===== src/rtl/ramp_flags_defs.svh =====
// Purpose: constants for the ramp status and event flag block
// Assumes: included by bare name
// Notes:   bit positions of the event clear and flag vectors
`ifndef RAMP_FLAGS_DEFS_SVH
`define RAMP_FLAGS_DEFS_SVH
`define EVT_POS_BIT   0
`define EVT_STALL_BIT 1
`define EVT_COUNT     2
`define SPEED_W       23
`define POS_W         32
`endif


===== src/rtl/ramp_flags_pkg.sv =====
// Purpose: types for the ramp status and event flag block
// Assumes: defs header holds the numbers
// Notes:   one type for the event vector
`include "ramp_flags_defs.svh"
package ramp_flags_pkg;
  typedef logic [`EVT_COUNT-1:0] event_vec_type; // one bit per event
  typedef enum logic [1:0]
  {
    STALL_RUN  = 2'b01,
    STALL_HELD = 2'b10
  } stall_state_type;
endpackage : ramp_flags_pkg


===== src/rtl/equal_compare.sv =====
// Purpose: registered equality detector
// Assumes: both operands synchronous to sys_clk
// Notes:   output is a level, one cycle after its operands
`timescale 1ns/1ns
`default_nettype none
module equal_compare #(
  parameter int WIDTH = 32
) (
  input  wire logic             sys_clk,
  input  wire logic             rst_n,
  input  wire logic [WIDTH-1:0] lhs,
  input  wire logic [WIDTH-1:0] rhs,
  output var  logic             match
);
  initial
  begin
    if (WIDTH < 1) $error("width must be positive");
  end

  // match follows equality; falls one cycle after it breaks
  always_ff @(posedge sys_clk)
  begin
    if (!rst_n)
      match <= 1'b0;
    else
      match <= (lhs == rhs);
  end
endmodule : equal_compare
`default_nettype wire


===== src/rtl/ramp_status_event_flags.sv =====
// Purpose: level and sticky event flags of the ramp generator
// Assumes: inputs synchronous to sys_clk; clear strobes are one-cycle
// Notes:   a set in the same cycle as its clear wins over the clear
`include "ramp_flags_defs.svh"
`timescale 1ns/1ns
`default_nettype none
// Functional notes
// - velocity flag high while speed equals maximum
// - position flag high while position equals goal
// - arrival event sets on position flag rise
// - writing one clears arrival event and interrupt
// - clearing stall event releases stall stop
// - writing one clears stall event and interrupt
// - interrupt is OR of event flags
// - stall detection stop sets stall event
module ramp_status_event_flags #(
  parameter int SPEED_W = `SPEED_W,
  parameter int POS_W   = `POS_W
) (
  input  wire logic                          sys_clk,
  input  wire logic                          rst_n,
  input  wire logic [SPEED_W-1:0]            current_ramp_speed,
  input  wire logic [SPEED_W-1:0]            max_ramp_speed,
  input  wire logic [POS_W-1:0]              current_motor_position,
  input  wire logic [POS_W-1:0]              goal_position,
  input  wire logic                          stall_detect,
  input  wire ramp_flags_pkg::event_vec_type event_clear,
  output var  logic                          velocity_reached,
  output var  logic                          position_reached,
  output var  logic                          pos_arrival_event_flag,
  output var  logic                          stall_stop_event_flag,
  output var  logic                          stall_stop_active,
  output var  logic                          irq_out
);
  import ramp_flags_pkg::*;

  initial
  begin
    if (SPEED_W < 1 || POS_W < 1) $error("widths must be positive");
  end

  logic            position_prev;  // last position flag, for rise detect
  logic            pos_rise;       // arrival event trigger
  logic            clr_pos;        // host clear of arrival event
  logic            clr_stall;      // host clear of stall event
  logic            next_pos_evt;   // next arrival flag
  logic            next_stall_evt; // next stall flag
  stall_state_type stall_state;    // stall stop state
  stall_state_type next_stall_state; // next stall stop state

  // speed equality detector
  equal_compare #(.WIDTH(SPEED_W)) u_speed_eq (
    .sys_clk (sys_clk),
    .rst_n   (rst_n),
    .lhs     (current_ramp_speed),
    .rhs     (max_ramp_speed),
    .match   (velocity_reached)
  );

  // position equality detector
  equal_compare #(.WIDTH(POS_W)) u_pos_eq (
    .sys_clk (sys_clk),
    .rst_n   (rst_n),
    .lhs     (current_motor_position),
    .rhs     (goal_position),
    .match   (position_reached)
  );

  assign clr_pos   = event_clear[`EVT_POS_BIT];
  assign clr_stall = event_clear[`EVT_STALL_BIT];
  assign pos_rise  = position_reached & ~position_prev;

  // next values: set beats clear
  always_comb
  begin
    next_pos_evt   = (pos_arrival_event_flag & ~clr_pos)
                   | pos_rise;
    next_stall_evt = (stall_stop_event_flag & ~clr_stall)
                   | stall_detect;
  end

  // edge history of position flag
  always_ff @(posedge sys_clk)
  begin
    if (!rst_n)
      position_prev <= 1'b0;
    else
      position_prev <= position_reached;
  end

  // sticky arrival event
  always_ff @(posedge sys_clk)
  begin
    if (!rst_n)
      pos_arrival_event_flag <= 1'b0;
    else
      pos_arrival_event_flag <= next_pos_evt;
  end

  // sticky stall event
  always_ff @(posedge sys_clk)
  begin
    if (!rst_n)
      stall_stop_event_flag <= 1'b0;
    else
      stall_stop_event_flag <= next_stall_evt;
  end

  // stall stop holds the motor until the event is cleared
  always_comb
  begin
    next_stall_state = stall_state;
    case (stall_state)
      STALL_RUN:
        if (stall_detect)
          next_stall_state = STALL_HELD;
      STALL_HELD:
        if (clr_stall && !stall_detect)
          next_stall_state = STALL_RUN;
      default:
        next_stall_state = STALL_RUN;
    endcase
  end

  // stall stop state register
  always_ff @(posedge sys_clk)
  begin
    if (!rst_n)
      stall_state <= STALL_RUN;
    else
      stall_state <= next_stall_state;
  end

  // registered stop output, mirrors next state
  always_ff @(posedge sys_clk)
  begin
    if (!rst_n)
      stall_stop_active <= 1'b0;
    else
      stall_stop_active <= (next_stall_state == STALL_HELD);
  end

  // interrupt is the OR of the next event flags, so it tracks them
  always_ff @(posedge sys_clk)
  begin
    if (!rst_n)
      irq_out <= 1'b0;
    else
      irq_out <= next_pos_evt | next_stall_evt;
  end

  // checks; the velocity and position level checks skip the first edge after reset, which still
  // shows the reset value of the registered flags
  property p_vel;
    @(posedge sys_clk) disable iff (!rst_n)
    $past(rst_n)
      |-> velocity_reached == $past(current_ramp_speed == max_ramp_speed);
  endproperty
  a_vel: assert property (p_vel) else $error("velocity flag wrong");

  property p_pos;
    @(posedge sys_clk) disable iff (!rst_n)
    $past(rst_n)
      |-> position_reached == $past(current_motor_position == goal_position);
  endproperty
  a_pos: assert property (p_pos) else $error("position flag wrong");

  property p_arr_set;
    @(posedge sys_clk) disable iff (!rst_n)
    $rose(position_reached) |=> pos_arrival_event_flag;
  endproperty
  a_arr_set: assert property (p_arr_set) else $error("arrival lost");

  property p_arr_clr;
    @(posedge sys_clk) disable iff (!rst_n)
    (clr_pos && !pos_rise) |=> !pos_arrival_event_flag;
  endproperty
  a_arr_clr: assert property (p_arr_clr) else $error("arrival stuck");

  property p_arr_hold;
    @(posedge sys_clk) disable iff (!rst_n)
    (pos_arrival_event_flag && !clr_pos) |=> pos_arrival_event_flag;
  endproperty
  a_arr_hold: assert property (p_arr_hold) else $error("arrival drop");

  property p_stall_set;
    @(posedge sys_clk) disable iff (!rst_n)
    stall_detect |=> stall_stop_event_flag && stall_stop_active;
  endproperty
  a_stall_set: assert property (p_stall_set) else $error("stall lost");

  property p_stall_clr;
    @(posedge sys_clk) disable iff (!rst_n)
    (clr_stall && !stall_detect) |=> !stall_stop_event_flag;
  endproperty
  a_stall_clr: assert property (p_stall_clr) else $error("stall stuck");

  property p_release;
    @(posedge sys_clk) disable iff (!rst_n)
    (stall_stop_active && clr_stall && !stall_detect)
      |=> !stall_stop_active;
  endproperty
  a_release: assert property (p_release) else $error("no release");

  property p_irq;
    @(posedge sys_clk) disable iff (!rst_n)
    irq_out == (pos_arrival_event_flag | stall_stop_event_flag);
  endproperty
  a_irq: assert property (p_irq) else $error("irq mismatch");

  property p_lvl_drop;
    @(posedge sys_clk) disable iff (!rst_n)
    $past(current_motor_position != goal_position) |-> !position_reached;
  endproperty
  a_lvl_drop: assert property (p_lvl_drop) else $error("level stuck");

  c_arrive: cover property (@(posedge sys_clk) $rose(pos_arrival_event_flag));
  c_stall:  cover property (@(posedge sys_clk) $rose(stall_stop_active));
  c_rel:    cover property (@(posedge sys_clk) $fell(stall_stop_active));
  c_irq:    cover property (@(posedge sys_clk) $fell(irq_out));
endmodule : ramp_status_event_flags
`default_nettype wire


===== config.mk =====
export PLATFORM = sky130hd
export DESIGN_NAME = ramp_status_event_flags
export DESIGN_NICKNAME = d
export VERILOG_FILES = /design/src/rtl/ramp_flags_pkg.sv /design/src/rtl/equal_compare.sv /design/src/rtl/ramp_status_event_flags.sv
export VERILOG_INCLUDE_DIRS = /design/src /design/src/rtl
export SDC_FILE = /design/constraint.sdc
export NUM_CORES = 1
export LEC_CHECK = 0
export ABC_AREA = 0
export BUFFER_PORTS_ARGS = -buffer_cell sky130_fd_sc_hd__buf_2
export CAP_MARGIN = 20
export CORE_MARGIN = 5
export CORE_UTILIZATION = 34
export DETAILED_ROUTE_END_ITERATION = 7
export PLACE_DENSITY = 0.9
export SYNTH_ARGS = -nofsm -noshare
export SYNTH_HDL_FRONTEND = slang
export SYNTH_SLANG_ARGS = --single-unit

===== constraint.sdc =====
create_clock -name sys_clk -period 2.3 [get_ports sys_clk]
set_input_delay 0.46 -clock sys_clk [delete_from_list [all_inputs] [get_ports sys_clk]]
set_output_delay 0.46 -clock sys_clk [all_outputs]
set_load 0.01 [all_outputs]

==> results of run 1 <==
## layout by cell type, fill, tap and decap left out, drive strengths merged
cell	instances
dfxtp	9
nand4	4
xnor2	8
nor3	4
buf	120
o21ai	1
xor2	47
clkbuf	4
nand2b	1
ha	2
and2	2
a21oi	3
nor4b	1
nor4	11
nand3	2
a311oi	1
inv	6
o22ai	1
o21a	1
or2	1
nor2b	1
## worst paths after layout
kind / from / endpoint / slack, ns / depth (start not counted)
setup / recovery: stall_state[0] / stall_stop_active / 0.98 / 5
hold / removal: stall_detect / stall_stop_event_flag / 0.48 / 2
setup reg to reg: stall_state[0] / stall_stop_active / 0.98 / 5
hold reg to reg: u_pos_eq.match / position_prev / 0.49 / 1
## state kept, by name, summed over array words and instances, names as in the netlist
register and flops:
stall_state 2, u_pos_eq.match 1, irq_out 1, u_speed_eq.match 1
position_prev 1, stall_stop_event_flag 1, stall_stop_active 1, pos_arrival_event_flag 1
## critical path: cells and delay by family (launching register included)
kind,cells,cell delay [ns]
AND/OR/NAND/NOR,1,0.22
adder cells (fa/ha/maj),1,0.31
AO/OA/AOI/OAI,2,0.32
flip-flops,1,0.33
buffers and inverters,1,0.06
## layer usage
metal	track usage	part of all wire	vias to the layer above	routed length, microns
met1	0.1506	0.33	472	1035
met3	0.04496	0.085	2	267
met4	0.04607	0.0035	0	11
li1	-	-	612	-
met5	0	0	-	0
met2	0.3135	0.58	55	1839
## kinds of logic (layout without fill, tap and decap cells)
kind of cell | after synthesis | count (layout)
AO/OA/AOI/OAI | 7 | 7
XOR/XNOR | 55 | 55
adder cells (fa/ha/maj) | 2 | 2
buffers and inverters | 6 | 130
flip-flops | 9 | 9
AND/OR/NAND/NOR | 27 | 27
## report_power, final
part | total (mW) | internal, mW | switching (mW)
Combinational | 0.293 | 0.161 | 0.131
Sequential | 0.191 | 0.180 | 0.0116
Clock | 0.115 | 0.0665 | 0.0490
Total | 0.599 | 0.407 | 0.192
## through the flow
step	setup WS, ns	instances	instance area, sq um
3_3_place_gp	0.8313	256	1562
4_1_cts	1.009	260	1588
5_1_grt	0.7911	260	1588
2_1_floorplan	1.086	106	923.4
3_5_place_dp	0.7898	256	1562
6_report	0.9827	260	1588
## area by class of cell
| type | count | area [sq um] | share of cell area |
|---|---|---|---|
| tap | 30 | 37.54 | 0.02364 |
| multi-input combinational | 91 | 720.7 | 0.4539 |
| sequential | 9 | 180.2 | 0.1135 |
| clock buffer | 4 | 26.28 | 0.01655 |
| timing repair buffer | 120 | 600.6 | 0.3783 |
| inverter | 6 | 22.52 | 0.01418 |
==> flow_summary.json, run 1 <==
{
  "root_buffer": "clkbuf_4",
  "drt_iter0_markers": 11,
  "crit_type": "reg2reg",
  "cts_hold_buffers": 0,
  "ant_nets": 0,
  "finalHoldViolCount": 0,
  "holdCritPathClass": "in2reg",
  "drc": 0,
  "muxShareOfSynthArea": 0,
  "rsz0062_at_grt": "false",
  "synth_common_cells": "47 x xor2_1, 11 x nor4_1, 9 x dfxtp_1",
  "antenna_cells": 0,
  "clock_path_buffers": 2,
  "cp-end-kind": "flip-flop",
  "yosys.area.top_type": "xor2_1",
  "initial_core_util": 0.3628,
  "wirelength_microns": 3154,
  "cts_buffers": 3,
  "cts.htree.levels": 1,
  "setup_viol": 0,
  "startpoint_type": "flip-flop",
  "synth.most_common_cell": "xor2_1",
  "grt_max_degree": 8,
  "grt_usage": 0.1571,
  "wire_per_inst_microns": 12.13,
  "synth_seq_area_share": 0.1951,
  "io_pins": 121,
  "power_mw": 0.5993,
  "synth_compound_area_frac": 0.04607,
  "synth_edf_count": 0,
  "tritoncts": "done",
  "cts.sinks": 9,
  "drive_gt1_frac": 0.5565,
  "first_pass_iters": 4,
  "drv_cap": 0,
  "synth_top_family_by_area": "XOR/XNOR gates",
  "layout_worst_path_cycle_share": 0.5727,
  "power_density_nw_per_um2": 377.4,
  "insertion_delay_ns": 0.25,
  "synth_top_area_frac": 0.4458,
  "fin_hold_ws_ns": 0.4764,
  "viasPerCell": 4.388,
  "hpwl_microns": 3003,
  "die_w_microns": 62.12,
  "worstPathRequired_ns": 2.46,
  "synth-xor-area-share": 0.5217,
  "fin_setup_tns_ns": 0,
  "synth_fp_nets": 223,
  "worstPathCellList": "inv_1 -> ha_1 -> a311oi_1 -> o21ai_1 -> nor3_1",
  "nFillCells": 236,
  "outcome": "complete, no violations",
  "final_nets": 348,
  "core_area_sq_um": 2545,
  "synthAdderAreaFrac": 0.02710,
  "design.die.area_sq_um": 3858,
  "ys_dominant_reg_cell": "dfxtp_1",
  "grt_first_pass_wirelength_microns": 5057,
  "postCtsSetupRepairBufs": 0,
  "synth_cells": 106,
  "worst_clock_skew_ns": 0.001850,
  "gp_congestion": 0.8250,
  "die_h_microns": 62.12,
  "portBuffers": 120,
  "grt_pass1_vias": 1307,
  "synth-simple-area-share": 0.1856,
  "path_clk_slew_ns": 0.06,
  "syn_to_final_growth_pct": 71.95,
  "critPathMaxStageDelay_ns": 0.33,
  "critPathSlowestCell": "dfxtp_1",
  "rows": 18,
  "arrival_ns": 1.48,
  "syn_avg_cell_area_sq_um": 8.711,
  "yosys_register_bits": 9,
  "max_freq_mhz": 759.1,
  "vias": 1141,
  "relSlewSlack": 0.7763,
  "synthTopCellsByArea": "xor2_1 45%, dfxtp_1 20%, xnor2_1 7.6%",
  "async_flop_share": 0,
  "overflow": 0,
  "vdd_drop_max_v": 0.0003795,
  "ys_types": 21,
  "utilization": 0.6239,
  "netlist_area_sq_um": 923.4,
  "worst_pin_slew_ns": 0.3325,
  "min_period_ns": 1.317,
  "path_max_fanout": 2,
  "leakage_nw": 0.8602,
  "antenna_found_initial": 0,
  "cts_resized": 0,
  "yosys_warnings": 0,
  "drv_slew": 0
}
No activity file was read; power rests on OpenSTA's default activity.
==> inputs of run 2 (changes only) <==
--- a/config.mk
+++ b/config.mk
@@ -10,9 +10,9 @@
 export BUFFER_PORTS_ARGS = -buffer_cell sky130_fd_sc_hd__buf_2
 export CAP_MARGIN = 20
 export CORE_MARGIN = 5
-export CORE_UTILIZATION = 34
+export CORE_UTILIZATION = 28
 export DETAILED_ROUTE_END_ITERATION = 7
-export PLACE_DENSITY = 0.9
+export PLACE_DENSITY = 0.8
 export SYNTH_ARGS = -nofsm -noshare
 export SYNTH_HDL_FRONTEND = slang
 export SYNTH_SLANG_ARGS = --single-unit
==> constraint.sdc (replaced) <==
create_clock -name sys_clk -period 1.2 [get_ports sys_clk]
set_input_delay 0.24 -clock sys_clk [delete_from_list [all_inputs] [get_ports sys_clk]]
set_output_delay 0.24 -clock sys_clk [all_outputs]
set_load 0.01 [all_outputs]
==> run 2 against run 1 <==
  * The run now ends with negative setup slack left
  * Critical path depth stayed put
  * Sequential power is 100% higher
  * Worst setup slack worse by 0.99 ns
  * Wire length is 2.0% higher
  * Via count is 2.4% higher
  * Clock power is 100% higher
  * Combinational power is 150% higher
  * Largest cell class unchanged
==> flow_summary.json, run 2 (synthesized netlist as in run 1, its figures left out) <==
{
  "drive_gt1_frac": 0.5940,
  "worst_clock_skew_ns": 0.0001148,
  "cts.sinks": 9,
  "grt_first_pass_wirelength_microns": 4526,
  "final_nets": 352,
  "power_mw": 1.355,
  "gp_congestion": 0.7261,
  "cts_hold_buffers": 0,
  "cts_buffers": 3,
  "startpoint_type": "flip-flop",
  "design.die.area_sq_um": 4546,
  "clock_path_buffers": 2,
  "drc": 0,
  "max_freq_mhz": 829.1,
  "die_h_microns": 67.43,
  "min_from": "stall_detect",
  "viasPerCell": 4.201,
  "syn_to_final_growth_pct": 80.76,
  "vias": 1168,
  "worstHoldPathCells": 2,
  "cp-end-kind": "flip-flop",
  "holdCritPathClass": "in2reg",
  "root_buffer": "clkbuf_4",
  "dp.cells": 272,
  "grt_max_degree": 8,
  "drv_slew": 0,
  "arrival_ns": 1.39,
  "path_max_fanout": 2,
  "wire_per_inst_microns": 11.58,
  "relSlewSlack": 0.7825,
  "core_area_sq_um": 3103,
  "violations": "negative setup slack",
  "setup_viol": 1,
  "overflow": 0,
  "tritoncts": "done",
  "portBuffers": 120,
  "rsz0062_at_grt": "true",
  "fin_ws_ns": -0.006127,
  "min_period_ns": 1.206,
  "largest_reg_flops": 2,
  "drv_cap": 0,
  "largest_register": "stall_state",
  "r2r-start": "stall_state[0]",
  "path_clk_slew_ns": 0.06,
  "worst_pin_slew_ns": 0.3233,
  "io_pins": 121,
  "r2r_setup_slack_ns": -0.006,
  "fin_hold_ws_ns": 0.2570,
  "leakage_nw": 0.8796,
  "initial_core_util": 0.2976,
  "first_pass_iters": 4,
  "crit_type": "reg2reg",
  "layout_worst_path_cycle_share": 1.005,
  "power_density_nw_per_um2": 812.0,
  "grt_pass1_vias": 1136,
  "grt_usage": 0.1300,
  "wirelength_microns": 3218,
  "ff2ff_path_depth": 5,
  "ant_nets": 0,
  "vdd_drop_max_v": 0.0003303,
  "final_cell_mix": "120 x buf_2, 47 x xor2_1, 11 x nor4_1",
  "antenna_found_initial": 0,
  "worstPathRequired_ns": 1.38,
  "instances_no_fill": 278,
  "die_w_microns": 67.43,
  "outcome": "complete, but fails checks",
  "drt_iter0_markers": 15,
  "reg2reg_to": "stall_stop_active",
  "cts.htree.levels": 1,
  "whs_endpoint": "stall_stop_event_flag",
  "hpwl_microns": 3018,
  "insertion_delay_ns": 0.26,
  "antenna_cells": 0,
  "rows": 20,
  "final_common_cell": "buf_2",
  "finalHoldViolCount": 0
}
==> run 2: cell type report <==
| type | count | area [sq um] |
|---|---|---|
| Fill cell | 317 | 1434 |
| Multi-Input combinational cell | 91 | 749.5 |
| Tap cell | 44 | 55.05 |
| Sequential cell | 9 | 185.2 |
| Timing Repair Buffer | 124 | 630.6 |
| Clock buffer | 4 | 26.28 |
| Inverter | 6 | 22.52 |
==> run 2: power by group <==
group | leakage [nW] | total (mW) | internal (mW) | switching, mW
registers | 0.0741 | 0.391 | 0.356 | 0.0358
clock network | 0.0150 | 0.232 | 0.128 | 0.104
logic | 0.790 | 0.732 | 0.427 | 0.305
total | 0.880 | 1.36 | 0.911 | 0.445
==> run 2: worst max-delay path, cell delays in order, from the launching register on <==
cell and delay, ns:
dfxtp_2 0.34, inv_2 0.05, ha_4 0.15, a311oi_2 0.26, o21ai_1 0.13, nor3_1 0.20
==> run 2: how the worst max path moves through the flow <==
stage	end	start	depth (start not counted)	slack (ns)
2_1_floorplan	stall_stop_active	stall_state[0]	5	0.04
4_1_cts	stall_stop_active	stall_state[0]	5	0.01
6_report	stall_stop_active	stall_state[0]	5	-0.006
3_5_place_dp	stall_stop_active	stall_state[0]	5	-0.12
5_1_grt	stall_stop_active	stall_state[0]	5	-0.06
3_3_place_gp	u_pos_eq.match	goal_position[18]	5	-0.10
==> run 2: what timing repair did <==
action | CTS | global route
endpoints found under the setup margin | 1 | 2
resized for setup | 5 | 3
pin swaps | 3 | 2
setup buffers | 0 | 2
==> run 2: per-stage QoR <==
stage            util   TNS (ns)  worst slack [ns]  area (sq um)
2_1_floorplan       -          0           0.03519         923.4
3_3_place_gp   0.5137    -0.1239           -0.1028          1594
3_5_place_dp   0.5137    -0.1917           -0.1200          1594
4_1_cts        0.5290          0           0.01068          1642
5_1_grt        0.5379    -0.1263          -0.06370          1669
6_report       0.5379  -0.006127         -0.006127          1669
==> run 2: layer usage <==
layer	up-vias	GRT usage	wire length, microns
met5	-	0	0
met4	0	0.03797	37
met3	5	0.01498	216
met2	40	0.2675	1901
met1	502	0.1338	1063
li1	621	-	-
==> inputs of run 3 (changes only) <==
--- a/config.mk
+++ b/config.mk
@@ -6,13 +6,13 @@
 export SDC_FILE = /design/constraint.sdc
 export NUM_CORES = 1
 export LEC_CHECK = 0
-export ABC_AREA = 0
 export BUFFER_PORTS_ARGS = -buffer_cell sky130_fd_sc_hd__buf_2
 export CAP_MARGIN = 20
 export CORE_MARGIN = 5
-export CORE_UTILIZATION = 28
+export CORE_UTILIZATION = 29
 export DETAILED_ROUTE_END_ITERATION = 7
-export PLACE_DENSITY = 0.8
+export PLACE_DENSITY = 0.81
 export SYNTH_ARGS = -nofsm -noshare
 export SYNTH_HDL_FRONTEND = slang
+export SYNTH_HIERARCHICAL = 1
 export SYNTH_SLANG_ARGS = --single-unit
==> run 3 against run 2 <==
  * The flow still finishes with violations (negative setup slack)
  * Maximum frequency shrank 14%
  * Area after synthesis rose by 3.8%
  * Largest power group unchanged
  * Combinational power grew 14%
  * First-iteration DRC count is 93% higher
  * Power up 8.3%
  * Worst setup slack lost 0.20 ns
==> flow_summary.json, run 3 <==
{
  "drv_slew": 0,
  "reg2reg_to": "stall_stop_active",
  "final_common_cell": "buf_2",
  "first_pass_iters": 2,
  "tritoncts": "done",
  "worstPathCellList": "inv_4 -> ha_4 -> a21oi_2 -> or3b_4 -> nor4b_4",
  "critPathMaxStageDelay_ns": 0.41,
  "crit_type": "reg2reg",
  "worstHoldPathCells": 4,
  "dpl_cell_area_sq_um": 1644,
  "yosys.area.top_type": "xor2_1",
  "overflow": 0,
  "fin_setup_tns_ns": -0.2076,
  "worstPathRequired_ns": 1.36,
  "leakage_nw": 0.8991,
  "synth_seq_area_share": 0.1880,
  "worst_pin_slew_ns": 0.3608,
  "violations": "negative setup slack",
  "ys_dominant_reg_cell": "dfxtp_1",
  "path_clk_slew_ns": 0.06,
  "design.die.area_sq_um": 4555,
  "antenna_cells": 0,
  "viasPerCell": 4.262,
  "drc": 0,
  "grt_pass1_vias": 1168,
  "largest_reg_flops": 2,
  "critPathBufInv": 1,
  "portBuffers": 120,
  "r2r-start": "stall_state[1]",
  "root_buffer": "clkbuf_4",
  "whs_endpoint": "u_pos_eq/match",
  "synth_fp_nets": 225,
  "grt_usage": 0.1367,
  "drt_iter0_markers": 29,
  "layout_worst_path_cycle_share": 1.173,
  "yosys_warnings": 6,
  "die_w_microns": 67.49,
  "relSlewSlack": 0.7594,
  "path_max_fanout": 3,
  "wire_per_inst_microns": 11.25,
  "synth.most_common_cell": "xor2_1",
  "grt_max_degree": 8,
  "crit_family": "simple AND/OR/NAND/NOR gates",
  "cts_buffers": 3,
  "drive_gt1_frac": 0.5915,
  "min_from": "current_motor_position[5]",
  "power_density_nw_per_um2": 859.3,
  "insertion_delay_ns": 0.25,
  "final_nets": 353,
  "worst_clock_skew_ns": 0.0001746,
  "syn_to_final_growth_pct": 78.20,
  "holdCritPathClass": "in2reg",
  "hpwl_microns": 2935,
  "syn_avg_cell_area_sq_um": 8.874,
  "rsz0062_at_grt": "true",
  "ys_types": 23,
  "utilization": 0.5504,
  "final_cell_mix": "120 x buf_2, 47 x xor2_1, 11 x nor4_1",
  "netlist_area_sq_um": 958.4,
  "cts_hold_buffers": 0,
  "synth_edf_count": 0,
  "ant_nets": 0,
  "async_flop_share": 0,
  "yosys_register_bits": 9,
  "wirelength_microns": 3138,
  "synth_cells": 108,
  "setup_viol": 2,
  "vdd_drop_max_v": 0.0003732,
  "drv_cap": 0,
  "largest_register": "stall_state",
  "outcome": "complete, but fails checks",
  "vias": 1189,
  "min_period_ns": 1.407,
  "gp_congestion": 0.7819,
  "critPathSlowestCell": "or3b_4",
  "instances_no_fill": 279,
  "antenna_found_initial": 0,
  "startpoint_type": "flip-flop",
  "cp-end-kind": "flip-flop",
  "dp.cells": 274,
  "finalHoldViolCount": 0,
  "rows": 20,
  "synth_common_cells": "47 x xor2_1, 11 x nor4_1, 9 x dfxtp_1",
  "die_h_microns": 67.49,
  "io_pins": 121,
  "fin_ws_ns": -0.2073,
  "cts.sinks": 9,
  "fin_area_sq_um": 1708,
  "initial_core_util": 0.3089,
  "synthTopCellsByArea": "xor2_1 43%, dfxtp_1 19%, xnor2_1 7.3%",
  "clock_path_buffers": 2,
  "grt_first_pass_wirelength_microns": 4719,
  "ff2ff_path_depth": 5,
  "max_freq_mhz": 710.6,
  "synth_top_area_frac": 0.4295,
  "core_area_sq_um": 3103,
  "cts.htree.levels": 1,
  "arrival_ns": 1.56,
  "r2r_setup_slack_ns": -0.21
}
-- run 3: area by class of cell --
type	instances	area, sq um
Timing Repair Buffer	123	623.1
Multi-Input combinational cell	95	800.8
Inverter	4	17.52
Fill cell	319	1395
Clock buffer	4	26.28
Tap cell	44	55.05
Sequential cell	9	185.2
-- run 3: worst max path at each step --
stage / from / end / slack (ns) / cells after the start
2_1_floorplan: stall_state[1] / stall_stop_active / -0.06 / 5
3_3_place_gp: goal_position[19] / u_pos_eq/match / -0.12 / 5
3_5_place_dp: stall_state[1] / stall_stop_active / -0.20 / 5
4_1_cts: stall_state[1] / stall_stop_active / -0.17 / 5
5_1_grt: stall_state[1] / stall_stop_active / -0.25 / 5
6_report: stall_state[1] / stall_stop_active / -0.21 / 5
-- run 3: metrics by stage --
step / hold WS, ns / power, mW / setup WS, ns
2_1_floorplan: 0.3118 / 0.7800 / -0.06349
3_3_place_gp: 0.4848 / 1.088 / -0.1194
3_5_place_dp: 0.4696 / 1.113 / -0.1977
4_1_cts: 0.2748 / 1.389 / -0.1743
5_1_grt: 0.3023 / 1.594 / -0.2488
6_report: 0.2916 / 1.468 / -0.2073
-- run 3: worst min-delay path: stages --
cell	delay, ns
buf_2	0.08
xnor2_1	0.05
nand3_1	0.09
nor3_2	0.04
-- run 3: power by group --
| part | leakage [nW] | switching, mW | total [mW] | internal (mW) |
|---|---|---|---|---|
| combinational | 0.810 | 0.362 | 0.836 | 0.474 |
| clock | 0.0150 | 0.0999 | 0.228 | 0.128 |
| sequential | 0.0741 | 0.0493 | 0.404 | 0.355 |
| total | 0.899 | 0.511 | 1.47 | 0.957 |
-- run 3: timing repair --
item,in CTS,in global routing
endpoints found under the hold margin,0,0
endpoints found under the setup margin,2,3
pin swaps,0,4
gates resized for setup,4,4
setup buffers,0,1
-- run 3: cell families (layout without fill, tap and decap cells) --
| family | count (synthesis) | in the layout | synth area share |
|---|---|---|---|
| xor gates and xnor gates | 55 | 55 | 0.5026 |
| and+or+nand+nor | 30 | 30 | 0.2167 |
| DFF | 9 | 9 | 0.1880 |
| AOI/OAI and AO/OA | 8 | 8 | 0.05091 |
| buffers and inverters | 4 | 131 | 0.01566 |
| adders and majority gates | 2 | 2 | 0.02611 |
-- run 3: routing by layer --
metal | vias up | global-route usage | routed length (microns)
met5 | - | 0 | 0
met1 | 511 | 0.1461 | 1058
met3 | 2 | 0.02662 | 253
met4 | 0 | 0.05316 | 34
li1 | 622 | - | -
met2 | 54 | 0.2588 | 1792
